`src/hdl/serial_defines.svh`:
```
// register offsets, field positions, reset values and timing counts
`ifndef SERIAL_DEFINES_SVH
`define SERIAL_DEFINES_SVH
// register offsets (4-bit address)
`define OFF_SLOT0      4'h0
`define OFF_SLOT1      4'h1
`define OFF_SLOT2      4'h2
`define OFF_STATUS2    4'h3
`define OFF_DATA       4'h4
`define OFF_COMMAND    4'h5
`define OFF_IRQ_STAT   4'h6
`define OFF_IRQ_CLR    4'h7
`define OFF_IRQ_EN     4'h8
// status-two field positions
`define BIT_ALT_MAP    7
`define BIT_TX_POL     4
`define BIT_RX_POL     3
`define BIT_LONG_BRK   2
`define BIT_PIN_DIR    1
`define BIT_RX_ACT     0
// control-one fields and command bits
`define BIT_ONE_WIRE   0
`define BIT_INFRARED   1
`define BIT_SEND_BRK   0
// interrupt status bits
`define IRQ_TX_DONE    0
`define IRQ_RX_BYTE    1
`define IRQ_FRAME_ERR  2
`define IRQ_RX_IDLE    3
// reset values
`define BAUD_HI_RST    5'h00
`define BAUD_LO_RST    8'h04
`define CTRL_RST       8'h00
// timing counts, in oversample ticks or bits
`define OVERSAMPLE     16
`define MID_TICK       4'h7
`define IR_PULSE_LO    4'h6
`define IR_PULSE_HI    4'h8
`define FRAME_BITS     4'ha
`define BRK_BITS_SHORT 4'ha
`define BRK_BITS_LONG  4'hd
`define IDLE_TICKS     8'ha0
`endif

```
`src/hdl/serial_pkg.sv`:
```
// types shared by the serial status block and its receiver
package serial_pkg;
  // one register port request
  typedef struct packed {
    logic       wr;
    logic       rd;
    logic [3:0] addr;
    logic [7:0] wdata;
  } reg_req_type;
  // one-cycle receiver events
  typedef struct packed {
    logic byte_valid;
    logic frame_err;
    logic idle_seen;
  } rx_evt_type;
  // receiver and transmitter states
  typedef enum logic [1:0] {RX_IDLE, RX_START, RX_DATA, RX_STOP} rx_state_type;
  typedef enum logic {TX_IDLE, TX_SEND} tx_state_type;
endpackage

```
`src/hdl/serial_line_polarity_status.sv`:
```
// serial line block: register map switch, polarity, break length, pin direction
//
// The strobed register port and the placing of the registers were chosen for this implementation.
`timescale 1ns/1ps
`include "serial_defines.svh"
// Summary of operation
// - map bit 0: baud and control one
// - map bit 1: alternate status/controls there
// - transmit polarity inverts NRZ mark and space
// - infrared zero is short centred pulse
// - receive polarity mirrors transmit conventions
// - break is 10 or 13 bits
// - framing error check ignores break length
// - single wire: direction bit sets pin
// - low at first tick sets active
// - idle character clears active flag
module serial_line_polarity_status (
  // clock and reset
  input  wire logic                    core_clk_in,
  input  wire logic                    rstn_in,
  // register port
  input  wire serial_pkg::reg_req_type reg_req_in,
  output logic [7:0]                   reg_rdata_out,
  // serial pins
  input  wire logic                    txd_in,
  output logic                         txd_out,
  output logic                         txd_oe_out,
  input  wire logic                    rxd_in,
  // interrupt
  output logic                         irq_out
);
  import serial_pkg::*;

  // address compare, used by every write and read decode
  function automatic logic hit(input logic [3:0] a, input logic [3:0] off);
    hit = (a == off);
  endfunction

  // software registers
  logic [4:0]   baud_hi_q;     // divisor high bits
  logic [7:0]   baud_lo_q;     // divisor low bits
  logic [7:0]   ctrl_one_q;    // wire mode and format
  logic [7:0]   alt_ctrl1_q;   // alternate control one
  logic [7:0]   alt_ctrl2_q;   // alternate control two
  logic         alt_map_q;     // map select
  logic         tx_pol_q;      // transmit polarity
  logic         rx_pol_q;      // receive polarity
  logic         long_brk_q;    // long break select
  logic         pin_dir_q;     // single-wire pin direction
  logic [3:0]   irq_stat_q;    // sticky events
  logic [3:0]   irq_en_q;      // event enables
  logic         irq_q;         // interrupt output
  logic [7:0]   rdata_q;       // read data
  // transmitter
  tx_state_type tx_state_q;    // transmit state
  logic [9:0]   tx_shift_q;    // bits still to send, lsb first
  logic [3:0]   tx_bits_q;     // bits left in frame
  logic [3:0]   tx_tick_q;     // tick within bit
  logic         txd_q;         // pin level
  logic         txd_oe_q;      // pin enable
  // baud divider and infrared stretch
  logic [12:0]  div_cnt_q;     // divider count
  logic         tick_q;        // oversample enable pulse
  logic [4:0]   ir_hold_q;     // stretch ticks left after pulse
  // receiver results
  logic         rx_active;     // reception in progress
  rx_evt_type   rx_evt;        // receiver events
  logic         rx_line;       // normalised receive line, 1 = mark
  logic [7:0]   rx_data;       // last byte received

  // request decode
  wire       wr   = reg_req_in.wr;
  wire       rd   = reg_req_in.rd;
  wire [3:0] addr = reg_req_in.addr;
  wire [7:0] wd   = reg_req_in.wdata;
  wire wr_baud_hi  = wr & hit(addr, `OFF_SLOT0) & ~alt_map_q;
  wire wr_baud_lo  = wr & hit(addr, `OFF_SLOT1) & ~alt_map_q;
  wire wr_ctrl_one = wr & hit(addr, `OFF_SLOT2) & ~alt_map_q;
  wire wr_alt1     = wr & hit(addr, `OFF_SLOT1) & alt_map_q;
  wire wr_alt2     = wr & hit(addr, `OFF_SLOT2) & alt_map_q;
  wire wr_status2  = wr & hit(addr, `OFF_STATUS2);
  wire wr_data     = wr & hit(addr, `OFF_DATA);
  wire wr_cmd      = wr & hit(addr, `OFF_COMMAND);
  wire wr_irq_clr  = wr & hit(addr, `OFF_IRQ_CLR);
  wire wr_irq_en   = wr & hit(addr, `OFF_IRQ_EN);

  // mode decode
  wire one_wire  = ctrl_one_q[`BIT_ONE_WIRE];
  wire infrared  = ctrl_one_q[`BIT_INFRARED];
  wire tx_idle   = (tx_state_q == TX_IDLE);
  wire start_dat = wr_data & tx_idle;
  wire start_brk = wr_cmd & wd[`BIT_SEND_BRK] & tx_idle & ~wr_data;
  wire bit_end   = tick_q & (tx_tick_q == 4'hf);
  wire tx_done   = ~tx_idle & bit_end & (tx_bits_q == 4'h1);

  // status views
  wire [7:0] status2_val = {alt_map_q, 2'b00, tx_pol_q, rx_pol_q,
                            long_brk_q, pin_dir_q, rx_active};
  wire [7:0] alt_stat1   = {6'h00, ~tx_idle, rx_line};

  // read selection, the shared slots depend on the map bit
  wire [7:0] slot0_val = alt_map_q ? alt_stat1   : {3'h0, baud_hi_q};
  wire [7:0] slot1_val = alt_map_q ? alt_ctrl1_q : baud_lo_q;
  wire [7:0] slot2_val = alt_map_q ? alt_ctrl2_q : ctrl_one_q;
  wire [7:0] rd_val =
    hit(addr, `OFF_SLOT0)    ? slot0_val :
    hit(addr, `OFF_SLOT1)    ? slot1_val :
    hit(addr, `OFF_SLOT2)    ? slot2_val :
    hit(addr, `OFF_STATUS2)  ? status2_val :
    hit(addr, `OFF_DATA)     ? rx_data :
    hit(addr, `OFF_IRQ_STAT) ? {4'h0, irq_stat_q} :
    hit(addr, `OFF_IRQ_EN)   ? {4'h0, irq_en_q} : 8'h00;

  // transmit line level
  wire tx_bit   = tx_idle ? 1'b1 : tx_shift_q[0];
  wire nrz_lvl  = tx_bit ^ tx_pol_q;
  wire in_pulse = (tx_tick_q >= `IR_PULSE_LO) & (tx_tick_q <= `IR_PULSE_HI);
  wire ir_lvl   = (~tx_bit & ~tx_idle & in_pulse) ^ tx_pol_q;
  wire txd_d    = infrared ? ir_lvl : nrz_lvl;
  wire txd_oe_d = one_wire ? pin_dir_q : 1'b1;

  // receive line, normalised so that 1 is mark
  wire rx_pin  = one_wire ? txd_in : rxd_in;
  wire rx_norm = rx_pin ^ rx_pol_q;
  assign rx_line = infrared ? (~rx_norm & (ir_hold_q == 5'h00)) : rx_norm;

  // event set and clear, set wins
  wire [3:0] irq_set;
  assign irq_set[`IRQ_TX_DONE]   = tx_done;
  assign irq_set[`IRQ_RX_BYTE]   = rx_evt.byte_valid;
  assign irq_set[`IRQ_FRAME_ERR] = rx_evt.frame_err;
  assign irq_set[`IRQ_RX_IDLE]   = rx_evt.idle_seen;
  wire [3:0] irq_clr = wr_irq_clr ? wd[3:0] : 4'h0;

  // baud divider makes the oversample enable; divisor zero stops it
  always_ff @(posedge core_clk_in or negedge rstn_in) begin
    if (!rstn_in) begin
      div_cnt_q <= 13'h0000;
      tick_q    <= 1'b0;
    end else begin
      tick_q    <= 1'b0;
      div_cnt_q <= div_cnt_q + 13'h0001;
      if (div_cnt_q >= {baud_hi_q, baud_lo_q} - 13'h0001) begin
        div_cnt_q <= 13'h0000;
        tick_q    <= ({baud_hi_q, baud_lo_q} != 13'h0000);
      end
    end
  end

  // configuration registers; the active flag bit is not writable
  always_ff @(posedge core_clk_in or negedge rstn_in) begin
    if (!rstn_in) begin
      baud_hi_q   <= `BAUD_HI_RST;
      baud_lo_q   <= `BAUD_LO_RST;
      ctrl_one_q  <= `CTRL_RST;
      alt_ctrl1_q <= `CTRL_RST;
      alt_ctrl2_q <= `CTRL_RST;
      alt_map_q   <= 1'b0;
      tx_pol_q    <= 1'b0;
      rx_pol_q    <= 1'b0;
      long_brk_q  <= 1'b0;
      pin_dir_q   <= 1'b0;
      irq_en_q    <= 4'h0;
    end else begin
      if (wr_baud_hi) baud_hi_q <= wd[4:0];
      if (wr_baud_lo) baud_lo_q <= wd;
      if (wr_ctrl_one) ctrl_one_q <= wd;
      if (wr_alt1) alt_ctrl1_q <= wd;
      if (wr_alt2) alt_ctrl2_q <= wd;
      if (wr_irq_en) irq_en_q <= wd[3:0];
      if (wr_status2) begin
        alt_map_q  <= wd[`BIT_ALT_MAP];
        tx_pol_q   <= wd[`BIT_TX_POL];
        rx_pol_q   <= wd[`BIT_RX_POL];
        long_brk_q <= wd[`BIT_LONG_BRK];
        pin_dir_q  <= wd[`BIT_PIN_DIR];
      end
    end
  end

  // transmitter: data frame or break, one bit per sixteen ticks
  always_ff @(posedge core_clk_in or negedge rstn_in) begin
    if (!rstn_in) begin
      tx_state_q <= TX_IDLE;
      tx_shift_q <= 10'h3ff;
      tx_bits_q  <= 4'h0;
      tx_tick_q  <= 4'h0;
    end else begin
      case (tx_state_q)
        TX_IDLE: begin
          tx_tick_q <= 4'h0;
          if (start_dat) begin
            tx_shift_q <= {1'b1, wd, 1'b0};
            tx_bits_q  <= `FRAME_BITS;
            tx_state_q <= TX_SEND;
          end else if (start_brk) begin
            tx_shift_q <= 10'h000;
            tx_bits_q  <= long_brk_q ? `BRK_BITS_LONG : `BRK_BITS_SHORT;
            tx_state_q <= TX_SEND;
          end
        end
        TX_SEND: begin
          if (tick_q) tx_tick_q <= tx_tick_q + 4'h1;
          if (bit_end) begin
            tx_shift_q <= {1'b0, tx_shift_q[9:1]};
            tx_bits_q  <= tx_bits_q - 4'h1;
            if (tx_bits_q == 4'h1) tx_state_q <= TX_IDLE;
          end
        end
        default: tx_state_q <= TX_IDLE;
      endcase
    end
  end

  // pin drivers and infrared pulse stretch
  always_ff @(posedge core_clk_in or negedge rstn_in) begin
    if (!rstn_in) begin
      txd_q     <= 1'b1;
      txd_oe_q  <= 1'b1;
      ir_hold_q <= 5'h00;
    end else begin
      txd_q    <= txd_d;
      txd_oe_q <= txd_oe_d;
      if (rx_norm) ir_hold_q <= 5'h10;
      else if (tick_q && ir_hold_q != 5'h00) ir_hold_q <= ir_hold_q - 5'h01;
    end
  end

  // interrupts, read data
  always_ff @(posedge core_clk_in or negedge rstn_in) begin
    if (!rstn_in) begin
      irq_stat_q <= 4'h0;
      irq_q      <= 1'b0;
      rdata_q    <= 8'h00;
    end else begin
      irq_stat_q <= (irq_stat_q & ~irq_clr) | irq_set;
      irq_q      <= |(irq_stat_q & irq_en_q);
      rdata_q    <= rd ? rd_val : 8'h00;
    end
  end

  // receiver
  serial_rx_core u_rx (
    .core_clk_in (core_clk_in),
    .rstn_in     (rstn_in),
    .tick_in     (tick_q),
    .line_in     (rx_line),
    .active_out  (rx_active),
    .evt_out     (rx_evt),
    .data_out    (rx_data)
  );

  assign txd_out       = txd_q;
  assign txd_oe_out    = txd_oe_q;
  assign reg_rdata_out = rdata_q;
  assign irq_out       = irq_q;

  property p_map0;
    @(posedge core_clk_in) disable iff (!rstn_in)
      (rd && hit(addr, `OFF_SLOT0) && !alt_map_q) |=> reg_rdata_out == {3'h0, $past(baud_hi_q)};
  endproperty
  a_map0: assert property (p_map0) else $error("slot0 not baud high");
  property p_map1;
    @(posedge core_clk_in) disable iff (!rstn_in)
      (rd && hit(addr, `OFF_SLOT1) && alt_map_q) |=> reg_rdata_out == $past(alt_ctrl1_q);
  endproperty
  a_map1: assert property (p_map1) else $error("slot1 not alternate one");
  property p_nrz_idle;
    @(posedge core_clk_in) disable iff (!rstn_in)
      (!infrared && tx_idle) |=> txd_out == !$past(tx_pol_q);
  endproperty
  a_nrz_idle: assert property (p_nrz_idle) else $error("nrz idle level wrong");
  property p_ir_one;
    @(posedge core_clk_in) disable iff (!rstn_in)
      (infrared && tx_bit) |=> txd_out == $past(tx_pol_q);
  endproperty
  a_ir_one: assert property (p_ir_one) else $error("infrared idle level wrong");
  property p_brk_len;
    @(posedge core_clk_in) disable iff (!rstn_in)
      start_brk |=> tx_bits_q == ($past(long_brk_q) ? 4'hd : 4'ha) && tx_shift_q == 10'h000;
  endproperty
  a_brk_len: assert property (p_brk_len) else $error("break length wrong");
  property p_dir;
    @(posedge core_clk_in) disable iff (!rstn_in)
      one_wire |=> txd_oe_out == $past(pin_dir_q);
  endproperty
  a_dir: assert property (p_dir) else $error("single-wire direction wrong");
  property p_dir_off;
    @(posedge core_clk_in) disable iff (!rstn_in)
      !one_wire |=> txd_oe_out;
  endproperty
  a_dir_off: assert property (p_dir_off) else $error("pin not driven");
  property p_act_ro;
    @(posedge core_clk_in) disable iff (!rstn_in)
      (wr_status2 && !wd[0] && rx_active && !rx_evt.idle_seen && !u_rx.idle_hit)
        |=> rx_active;
  endproperty
  a_act_ro: assert property (p_act_ro) else $error("active flag written");
  // register map views
  property p_map2;
    @(posedge core_clk_in) disable iff (!rstn_in)
      (rd && hit(addr, `OFF_SLOT2) && alt_map_q) |=> reg_rdata_out == $past(alt_ctrl2_q);
  endproperty
  a_map2: assert property (p_map2) else $error("slot2 not alternate two");
  property p_ctl1;
    @(posedge core_clk_in) disable iff (!rstn_in)
      (rd && hit(addr, `OFF_SLOT2) && !alt_map_q) |=> reg_rdata_out == $past(ctrl_one_q);
  endproperty
  a_ctl1: assert property (p_ctl1) else $error("slot2 not control one");
  property p_hide;
    @(posedge core_clk_in) disable iff (!rstn_in)
      (wr && hit(addr, `OFF_SLOT0) && alt_map_q) |=> $stable(baud_hi_q);
  endproperty
  a_hide: assert property (p_hide) else $error("hidden baud high written");
  // status view check
  property p_stat_rd;
    @(posedge core_clk_in) disable iff (!rstn_in)
      (rd && hit(addr, `OFF_STATUS2)) |=> reg_rdata_out[`BIT_RX_ACT] == $past(rx_active);
  endproperty
  a_stat_rd: assert property (p_stat_rd) else $error("active flag not read back");
  // line level checks
  property p_nrz_bit;
    @(posedge core_clk_in) disable iff (!rstn_in)
      (!infrared && !tx_idle) |=> txd_out == ($past(tx_bit) ^ $past(tx_pol_q));
  endproperty
  a_nrz_bit: assert property (p_nrz_bit) else $error("nrz data level wrong");
  property p_ir_pulse;
    @(posedge core_clk_in) disable iff (!rstn_in)
      (infrared && !tx_idle && !tx_bit && in_pulse) |=> txd_out == !$past(tx_pol_q);
  endproperty
  a_ir_pulse: assert property (p_ir_pulse) else $error("infrared pulse level wrong");
  property p_ir_gap;
    @(posedge core_clk_in) disable iff (!rstn_in)
      (infrared && !in_pulse) |=> txd_out == $past(tx_pol_q);
  endproperty
  a_ir_gap: assert property (p_ir_gap) else $error("infrared rest level wrong");
  property p_rx_pol;
    @(posedge core_clk_in) disable iff (!rstn_in)
      (!infrared && !one_wire) |-> rx_line == (rxd_in ^ rx_pol_q);
  endproperty
  a_rx_pol: assert property (p_rx_pol) else $error("receive polarity wrong");
endmodule // serial_line_polarity_status

```
`src/hdl/serial_rx_core.sv`:
```
// oversampling receiver with start search, activity flag and idle detect
`timescale 1ns/1ps
`include "serial_defines.svh"
module serial_rx_core (
  // clock and reset
  input  wire logic                    core_clk_in,
  input  wire logic                    rstn_in,
  // sample tick and normalised line (1 = mark)
  input  wire logic                    tick_in,
  input  wire logic                    line_in,
  // results
  output logic                         active_out,
  output serial_pkg::rx_evt_type       evt_out,
  output logic [7:0]                   data_out
);
  import serial_pkg::*;
  rx_state_type state_q;        // receiver state
  logic [3:0]   tick_cnt_q;     // ticks within bit
  logic [2:0]   bit_idx_q;      // data bit index
  logic [7:0]   shift_q;        // data shift register
  logic [7:0]   idle_cnt_q;     // consecutive mark ticks
  logic         active_q;       // reception in progress
  rx_evt_type   evt_q;          // event pulses
  // decode
  wire mid       = tick_in & (tick_cnt_q == `MID_TICK);
  wire first_low = tick_in & (state_q == RX_IDLE) & ~line_in;
  wire idle_hit  = tick_in & line_in & (idle_cnt_q == `IDLE_TICKS - 8'h01);
  // bit framing: sixteen ticks per bit, sampled in the middle
  always_ff @(posedge core_clk_in or negedge rstn_in) begin
    if (!rstn_in) begin
      state_q    <= RX_IDLE;
      tick_cnt_q <= 4'h0;
      bit_idx_q  <= 3'h0;
      shift_q    <= 8'h00;
    end else begin
      if (tick_in) begin
        tick_cnt_q <= tick_cnt_q + 4'h1;
      end
      case (state_q)
        RX_IDLE: begin
          if (first_low) begin
            state_q    <= RX_START;
            tick_cnt_q <= 4'h1;
          end
        end
        RX_START: begin
          if (mid) begin
            // false start goes back to searching
            state_q   <= line_in ? RX_IDLE : RX_DATA;
            bit_idx_q <= 3'h0;
          end
        end
        RX_DATA: begin
          if (mid) begin
            shift_q   <= {line_in, shift_q[7:1]};
            bit_idx_q <= bit_idx_q + 3'h1;
            if (bit_idx_q == 3'h7) begin
              state_q <= RX_STOP;
            end
          end
        end
        RX_STOP: begin
          if (mid) begin
            state_q <= RX_IDLE;
          end
        end
        default: state_q <= RX_IDLE;
      endcase
    end
  end
  // events and activity; the set beats the clear
  always_ff @(posedge core_clk_in or negedge rstn_in) begin
    if (!rstn_in) begin
      idle_cnt_q <= 8'h00;
      active_q   <= 1'b0;
      evt_q      <= '0;
    end else begin
      if (tick_in) begin
        idle_cnt_q <= !line_in ? 8'h00 :
                      (idle_cnt_q == `IDLE_TICKS) ? idle_cnt_q : idle_cnt_q + 8'h01;
      end
      if (first_low) begin
        active_q <= 1'b1;
      end else if (idle_hit) begin
        active_q <= 1'b0;
      end
      evt_q.byte_valid <= mid & (state_q == RX_STOP);
      evt_q.frame_err  <= mid & (state_q == RX_STOP) & ~line_in;
      evt_q.idle_seen  <= idle_hit;
    end
  end
  assign active_out = active_q;
  assign evt_out    = evt_q;
  assign data_out   = shift_q;

  property p_act_set;
    @(posedge core_clk_in) disable iff (!rstn_in)
      first_low |=> active_q;
  endproperty
  a_act_set: assert property (p_act_set) else $error("active flag not set");
  property p_act_clr;
    @(posedge core_clk_in) disable iff (!rstn_in)
      (idle_hit && !first_low) |=> !active_q ##1 evt_q.idle_seen == 1'b0;
  endproperty
  a_act_clr: assert property (p_act_clr) else $error("active flag not cleared");
  property p_ferr;
    @(posedge core_clk_in) disable iff (!rstn_in)
      (mid && state_q == RX_STOP) |=> (evt_q.frame_err == !$past(line_in)) && evt_q.byte_valid;
  endproperty
  a_ferr: assert property (p_ferr) else $error("framing error wrong");
endmodule // serial_rx_core

```
`config.mk`:
```
export PLATFORM = sky130hd
export DESIGN_NAME = serial_line_polarity_status
export DESIGN_NICKNAME = d
export VERILOG_FILES = /design/src/hdl/serial_pkg.sv /design/src/hdl/serial_line_polarity_status.sv /design/src/hdl/serial_rx_core.sv
export VERILOG_INCLUDE_DIRS = /design/src /design/src/hdl
export SDC_FILE = /design/constraint.sdc
export NUM_CORES = 1
export LEC_CHECK = 0
export ABC_CLOCK_PERIOD_IN_PS = 3300
export BUFFER_PORTS_ARGS = -buffer_cell sky130_fd_sc_hd__buf_2
export CORE_MARGIN = 5
export CORE_UTILIZATION = 56
export CTS_CLUSTER_SIZE = 40
export DETAILED_ROUTE_END_ITERATION = 12
export PLACE_DENSITY = 0.83
export SLEW_MARGIN = 10
export SYNTH_ARGS = -nofsm -noshare
export SYNTH_HDL_FRONTEND = slang
export SYNTH_SLANG_ARGS = --single-unit
```
`constraint.sdc`:
```
create_clock -name core_clk_in -period 3.3 [get_ports core_clk_in]
set_input_delay 0.165 -clock core_clk_in [delete_from_list [all_inputs] [get_ports core_clk_in]]
set_output_delay 0.165 -clock core_clk_in [all_outputs]
set_load 0.01 [all_outputs]
```
==> results.json, run 1 <==
{
  "tns_ns": 0,
  "path_class": "register to register",
  "ios": 29,
  "rsz0062_at_grt": "no",
  "ff2ff_path_depth": 11,
  "core_area_sq_um": 11600,
  "postRouteAntennaNets": 0,
  "pwr-share-seq": 0.398,
  "die_y_microns": 119,
  "layout.nets": 713,
  "ys_ff_latch": 128,
  "fin_crit_sh": 0.963,
  "rr_endpoint": "div_cnt_q[0]$_DFF_PN0_",
  "gr-total-overflow": 0,
  "synth_top_area_share": 0.431,
  "slew_headroom": 0.367,
  "first_global_vias": 5064,
  "initial_core_util": 0.577,
  "min_from": "reg_req_in[12]",
  "synth_flop_cell": "dfrtp_1",
  "rows": 39,
  "pre_cts_ws_ns": 0.0444,
  "dp_hpwl_microns": 10300,
  "cts_made_buffers": 17,
  "htreeDepth": 4,
  "critPathLaunchType": "register",
  "ys_seq_area_frac": 0.482,
  "path_cells": "inv_2 > ha_1 > nand2_1 > or3_1 > or4b_4 > xor2_1 > ha_1 > buf_4 > a221oi_2 > buf_4 > nor3b_1",
  "synth_area_leaders": "dfrtp_1, mux2_2, dfstp_2",
  "placed_area_sq_um": 6960,
  "syn_area_per_cell_sq_um": 10.5,
  "path_delay_family": "simple AND/OR/NAND/NOR gates",
  "crit_required_ns": 3.64,
  "outcome": "completed",
  "pwr_density_cell_nw_per_um2": 704,
  "netSwitchingPower_uw": 1610,
  "cp.arrival_ns": 3.52,
  "cts_sinks": 128,
  "drtIter0Drc": 440,
  "yosysUniqueCellTypes": 54,
  "dieWidth_microns": 119,
  "cts.clk_slew.worst_paths_ns": 0.06,
  "p_int_uw": 3760,
  "drv_cap": 0,
  "worstHoldPathType": "primary input to register",
  "r2r_slack_ns": 0.12,
  "whs_endpoint": "reg_rdata_out[4]$_DFF_PN0_",
  "path_max_fanout": 7,
  "slowest_stage": "or4b_4",
  "syn-cell-area_sq_um": 6670,
  "drive_gt1_frac": 0.225,
  "drc": 0,
  "pwr-share-comb": 0.226,
  "clock_latency_ns": 0.43,
  "clockRootBuffer": "clkbuf_16",
  "yosysTopAreaCell": "dfrtp_1",
  "dr.pass1.iters": 5,
  "antenna_found_initial": 0,
  "fmax_ghz": 0.315,
  "diodes": 0,
  "ir_drop_uv": 367,
  "track_usage": 0.222,
  "gp_congestion": 0.918,
  "post_synth_inst_count": 637,
  "clkPwrFrac": 0.375,
  "async_flop_share": 1.00,
  "cp-startpoint": "baud_lo_q[0]$_DFFE_PN0P_",
  "worst_slew_pin_slew_ns": 0.942,
  "vias": 5068,
  "final_area_sq_um": 7640,
  "cts_tree": "built",
  "totalWireLength_microns": 15100,
  "avgRoutedWirePerCell_microns": 18.3,
  "yosys_warnings": 0,
  "timing.rr.start": "baud_lo_q[0]$_DFFE_PN0P_",
  "port_buffers": 28,
  "cp_slowest_stage_delay_ns": 0.54,
  "finalCriticalPeriod_ns": 3.18,
  "hold_viol_final": 0,
  "worst-path-buf-inv": 3,
  "syn_nets": 680,
  "area_delta_synth_final_pct": 14.4,
  "clock_path_buffers": 2,
  "viasPerCell": 6.14,
  "fin_worst_skew_ns": 0.00884,
  "swShare": 0.300,
  "finish.utilization": 0.660,
  "leakagePower_uw": 0.00355,
  "die_area_sq_um": 14200,
  "hold_depth": 2,
  "endpoint_kind": "register",
  "setup_viol_count_final": 0,
  "finalMaxSlewViolations": 0,
  "setup_ws_ns": 0.121,
  "synth_edf_count": 0,
  "grt_max_degree": 72,
  "grt_pass1_wl_microns": 25100
}
cells by family (layout without fill, tap and decap cells):
| logic type | after synthesis | count (layout) | share of synthesized area |
|---|---|---|---|
| compound gates | 124 | 124 | 0.122 |
| buf+inv | 46 | 92 | 0.0278 |
| mux | 78 | 78 | 0.130 |
| xor+xnor | 30 | 30 | 0.0405 |
| fa+ha+maj | 25 | 25 | 0.0469 |
| flops | 128 | 128 | 0.482 |
| simple gates | 206 | 206 | 0.150 |
synth_stat cells, types with 6 or more instances:
cell type  number
dfrtp_1       115
mux2_2         64
nand2_1        58
nor2_1         53
a21oi_1        30
o21ai_0        28
ha_1           25
inv_1          21
nand3_1        21
clkbuf_1       19
xnor2_1        19
a22oi_1        16
a21o_1         14
and3_1         14
dfstp_2        13
mux2i_1        13
nor3_1         12
nor2b_1        10
xor2_1         10
nand2b_1        8
and2_1          6
nor4_1          6
registers in the layout, summed over array words and instances, names as in the netlist, 8 cells and up, named ones only:
| register | count |
|---|---|
| alt_ctrl1_q | 8 |
| alt_ctrl2_q | 8 |
| baud_lo_q | 8 |
| ctrl_one_q | 8 |
| div_cnt_q | 13 |
| reg_rdata_out | 8 |
| tx_shift_q | 10 |
| u_rx.data_out | 8 |
| u_rx.idle_cnt_q | 8 |
through the flow:
step	std cells	total power, uW	hold slack (ns)
final	826	5370	0.0226
after CTS	825	5400	0.00713
after detailed placement	791	3340	0.264
after global placement	791	3250	0.254
after global routing	826	5670	0.0161
after floorplan	637	2980	-0.131
worst max path at each step:
stage | end | slack (ns) | cells after the start
floorplan | div_cnt_q[10]$_DFF_PN0_ | 0.05 | 13
global placement | div_cnt_q[0]$_DFF_PN0_ | 0.19 | 12
detailed placement | div_cnt_q[0]$_DFF_PN0_ | 0.04 | 12
CTS | div_cnt_q[0]$_DFF_PN0_ | 0.04 | 12
global route | div_cnt_q[0]$_DFF_PN0_ | 0.0006 | 12
finish | div_cnt_q[0]$_DFF_PN0_ | 0.12 | 11
per-layer routing:
metal,GRT usage,part of all wire,wire [microns]
met5,0,0,0
met4,0.0992,0.027,410
met3,0.0559,0.049,748
met2,0.365,0.50,7600
met1,0.279,0.42,6380
final cells by class:
class / instances / area [sq um]
Fill cell: 843 / 3930
Inverter: 21 / 78.8
Sequential cell: 128 / 3220
Timing Repair Buffer: 39 / 240
Multi-Input combinational cell: 463 / 3280
Tap cell: 143 / 179
Clock inverter: 10 / 156
Clock buffer: 22 / 484
cell usage in the layout, fill, tap and decap left out, types with 3 or more instances in the layout:
cell type	count
a21o_1	14
a21oi_1	30
a22o_1	5
a22oi_1	16
and2_1	6
and3_1	14
buf_2	27
buf_4	10
bufinv_16	4
clkbuf_16	17
clkbuf_8	4
clkinv_2	4
dfrtp_1	115
dfstp_2	13
ha_1	25
inv_1	20
mux2_2	64
mux2i_1	13
nand2_1	58
nand2b_1	8
nand3_1	21
nand4_1	4
nor2_1	53
nor2b_1	10
nor3_1	12
nor3b_1	3
nor4_1	6
o21a_1	4
o21ai_0	28
o22ai_1	4
xnor2_1	19
xor2_1	10
repair_timing:
action | in CTS | in global routing
buffers inserted | 0 | 1
hold endpoints to repair | 46 | 0
hold buffers | 1 | 0
setup endpoints to repair | 1 | 14
cloned | 1 | 0
gates resized for setup | 3 | 3
pin swaps | 0 | 2
power groups by stage:
stage | Clock [uW] | Sequential [uW] | Combinational (uW)
2_1_floorplan | 0 | 2060 | 919
3_3_place_gp | 0 | 2130 | 1120
3_5_place_dp | 0 | 2150 | 1180
4_1_cts | 2050 | 2140 | 1220
5_1_grt | 2110 | 2180 | 1380
6_report | 2020 | 2140 | 1220
(Power assumes the default switching activity.)
==> inputs of run 2 (changes only) <==
CORE_UTILIZATION = 58   (was 56)
CTS_BUF_LIST = sky130_fd_sc_hd__clkbuf_4 sky130_fd_sc_hd__clkbuf_8   (was not set)
PLACE_DENSITY = 0.86   (was 0.83)
==> run 2 against run 1 <==
Effect of this change: utilization decreased by 1.2 points; register-to-register slack improved by 0.06 ns; power is 14% lower; cell area down 3.5%; die area down 3.2%; global-route usage grew 1.7 points; final cell count down 0.36%; combinational power about the same; critical endpoint unchanged; largest cell class unchanged; largest power group unchanged.
==> results.json, run 2 (synthesized netlist as in run 1, its figures left out) <==
{
  "path_class": "register to register",
  "min_from": "reg_req_in[6]",
  "clkPwrFrac": 0.270,
  "regMostFlops": "div_cnt_q",
  "fin_crit_sh": 0.944,
  "worstHoldPathType": "primary input to register",
  "cp.arrival_ns": 3.46,
  "crit_required_ns": 3.65,
  "ios": 29,
  "power_uw": 4630,
  "clock_latency_ns": 0.43,
  "avgRoutedWirePerCell_microns": 18.7,
  "initial_core_util": 0.587,
  "cp_slowest_stage_delay_ns": 0.54,
  "first_global_vias": 5175,
  "hold_viol_final": 0,
  "finalMaxSlewViolations": 0,
  "totalWireLength_microns": 15400,
  "leakagePower_uw": 0.00343,
  "core_area_sq_um": 11400,
  "rsz0062_at_grt": "no",
  "netSwitchingPower_uw": 1530,
  "grt_max_degree": 70,
  "largest_reg_flops": 13,
  "final_area_sq_um": 7370,
  "diodes": 0,
  "worst_slew_pin_slew_ns": 0.952,
  "placed_area_sq_um": 6960,
  "endpoint_kind": "register",
  "fin_worst_skew_ns": 0.00677,
  "final_common_cell": "dfrtp_1",
  "path_max_fanout": 7,
  "timing.rr.start": "baud_lo_q[0]$_DFFE_PN0P_",
  "area_delta_synth_final_pct": 10.4,
  "track_usage": 0.240,
  "slew_headroom": 0.359,
  "cp_common_cell": "ha_1",
  "path_cells": "inv_1 > ha_1 > nand2_1 > or3_1 > or4b_4 > xor2_1 > ha_1 > nand4_1 > nor2_1 > a221oi_2 > buf_4 > nor3b_1",
  "dr.pass1.iters": 5,
  "ir_drop_uv": 535,
  "finalCriticalPeriod_ns": 3.11,
  "vias": 5073,
  "pwr_density_cell_nw_per_um2": 628,
  "clock_path_buffers": 2,
  "layout.nets": 714,
  "gp_congestion": 0.872,
  "slowest_stage": "or4b_4",
  "viasPerCell": 6.16,
  "die_area_sq_um": 13700,
  "htreeDepth": 4,
  "dp_hpwl_microns": 10700,
  "rows": 39,
  "cts_made_buffers": 17,
  "layout_common_cells": "dfrtp_1, mux2_2, nand2_1",
  "gr-total-overflow": 0,
  "cts_sinks": 128,
  "drive_gt1_frac": 0.221,
  "cp-startpoint": "baud_lo_q[0]$_DFFE_PN0P_",
  "pwr-share-comb": 0.265,
  "swShare": 0.330,
  "drtIter0Drc": 649,
  "die_y_microns": 117,
  "setup_viol_count_final": 0,
  "postRouteAntennaNets": 0,
  "pwr-share-seq": 0.465,
  "cts_tree": "built",
  "clockRootBuffer": "clkbuf_8",
  "antenna_found_initial": 0,
  "tns_ns": 0,
  "top_regs": "div_cnt_q (13), tx_shift_q (10)",
  "port_buffers": 28,
  "outcome": "completed",
  "drc": 0,
  "critPathLaunchType": "register",
  "drv_cap": 0,
  "cts.clk_slew.worst_paths_ns": 0.07,
  "grt_pass1_wl_microns": 25400,
  "fmax_ghz": 0.321,
  "p_int_uw": 3100,
  "dieWidth_microns": 117
}
[run 2: worst paths after layout]
check	end	slack (ns)	cells past startpoint
max in group asynchronous	tx_shift_q[0]$_DFFE_PN1P_	2.10	3
min in group asynchronous	div_cnt_q[2]$_DFF_PN0_	0.35	2
hold reg to reg	irq_stat_q[3]$_DFF_PN0_	0.43	1
setup / recovery	div_cnt_q[0]$_DFF_PN0_	0.19	12
hold / removal	baud_lo_q[6]$_DFFE_PN0P_	0.06	2
setup reg to reg	div_cnt_q[0]$_DFF_PN0_	0.19	12
[run 2: what timing repair did]
item	CTS	global route
gates resized for setup	0	6
endpoints found under the setup margin	0	14
buffers inserted	0	1
endpoints found under the hold margin	47	1
hold buffers	1	1
[run 2: cell type report]
cell class,instances,area (sq um)
clock buffers,22,303
clock inverters,6,58.8
fillers,819,4000
inverters,21,78.8
multi-input cells,463,3280
flip-flops and latches,128,3220
well taps,143,179
repair buffers,40,250
[run 2: power groups by stage]
stage	Clock [uW]	Sequential (uW)	Combinational (uW)
6_report	1250	2150	1230
5_1_grt	1340	2190	1370
4_1_cts	1270	2140	1220
3_5_place_dp	0	2170	1210
3_3_place_gp	0	2140	1110
2_1_floorplan	0	2060	919
[run 2: routing by layer]
| metal | up-vias | wire length [microns] | part of all wire | global-route usage |
|---|---|---|---|---|
| li1 | 2338 | - | - | - |
| met1 | 2488 | 6340 | 0.41 | 0.298 |
| met2 | 199 | 7690 | 0.50 | 0.400 |
| met3 | 48 | 884 | 0.057 | 0.0581 |
| met4 | 0 | 489 | 0.032 | 0.0994 |
| met5 | - | 0 | 0 | 0 |
[run 2: worst max-delay path: cells and delay by family (launching register included)]
family	cells	cell delay, ns
and+or+nand+nor	6	1.35
adders and majority gates	2	0.55
DFF	1	0.41
buffers and inverters	2	0.30
AOI/OAI and AO/OA	1	0.28
xor gates and xnor gates	1	0.16
[run 2: per-stage QoR]
step	std cells	setup WS, ns	utilization	hold slack, ns
detailed placement	791	0.0896	0.612	0.281
finish	823	0.186	0.648	0.0648
global placement	791	0.193	0.612	0.273
global route	823	0.0229	0.648	0.0391
CTS	820	0.0572	0.645	0.00789
floorplan	637	0.0451	-	-0.131
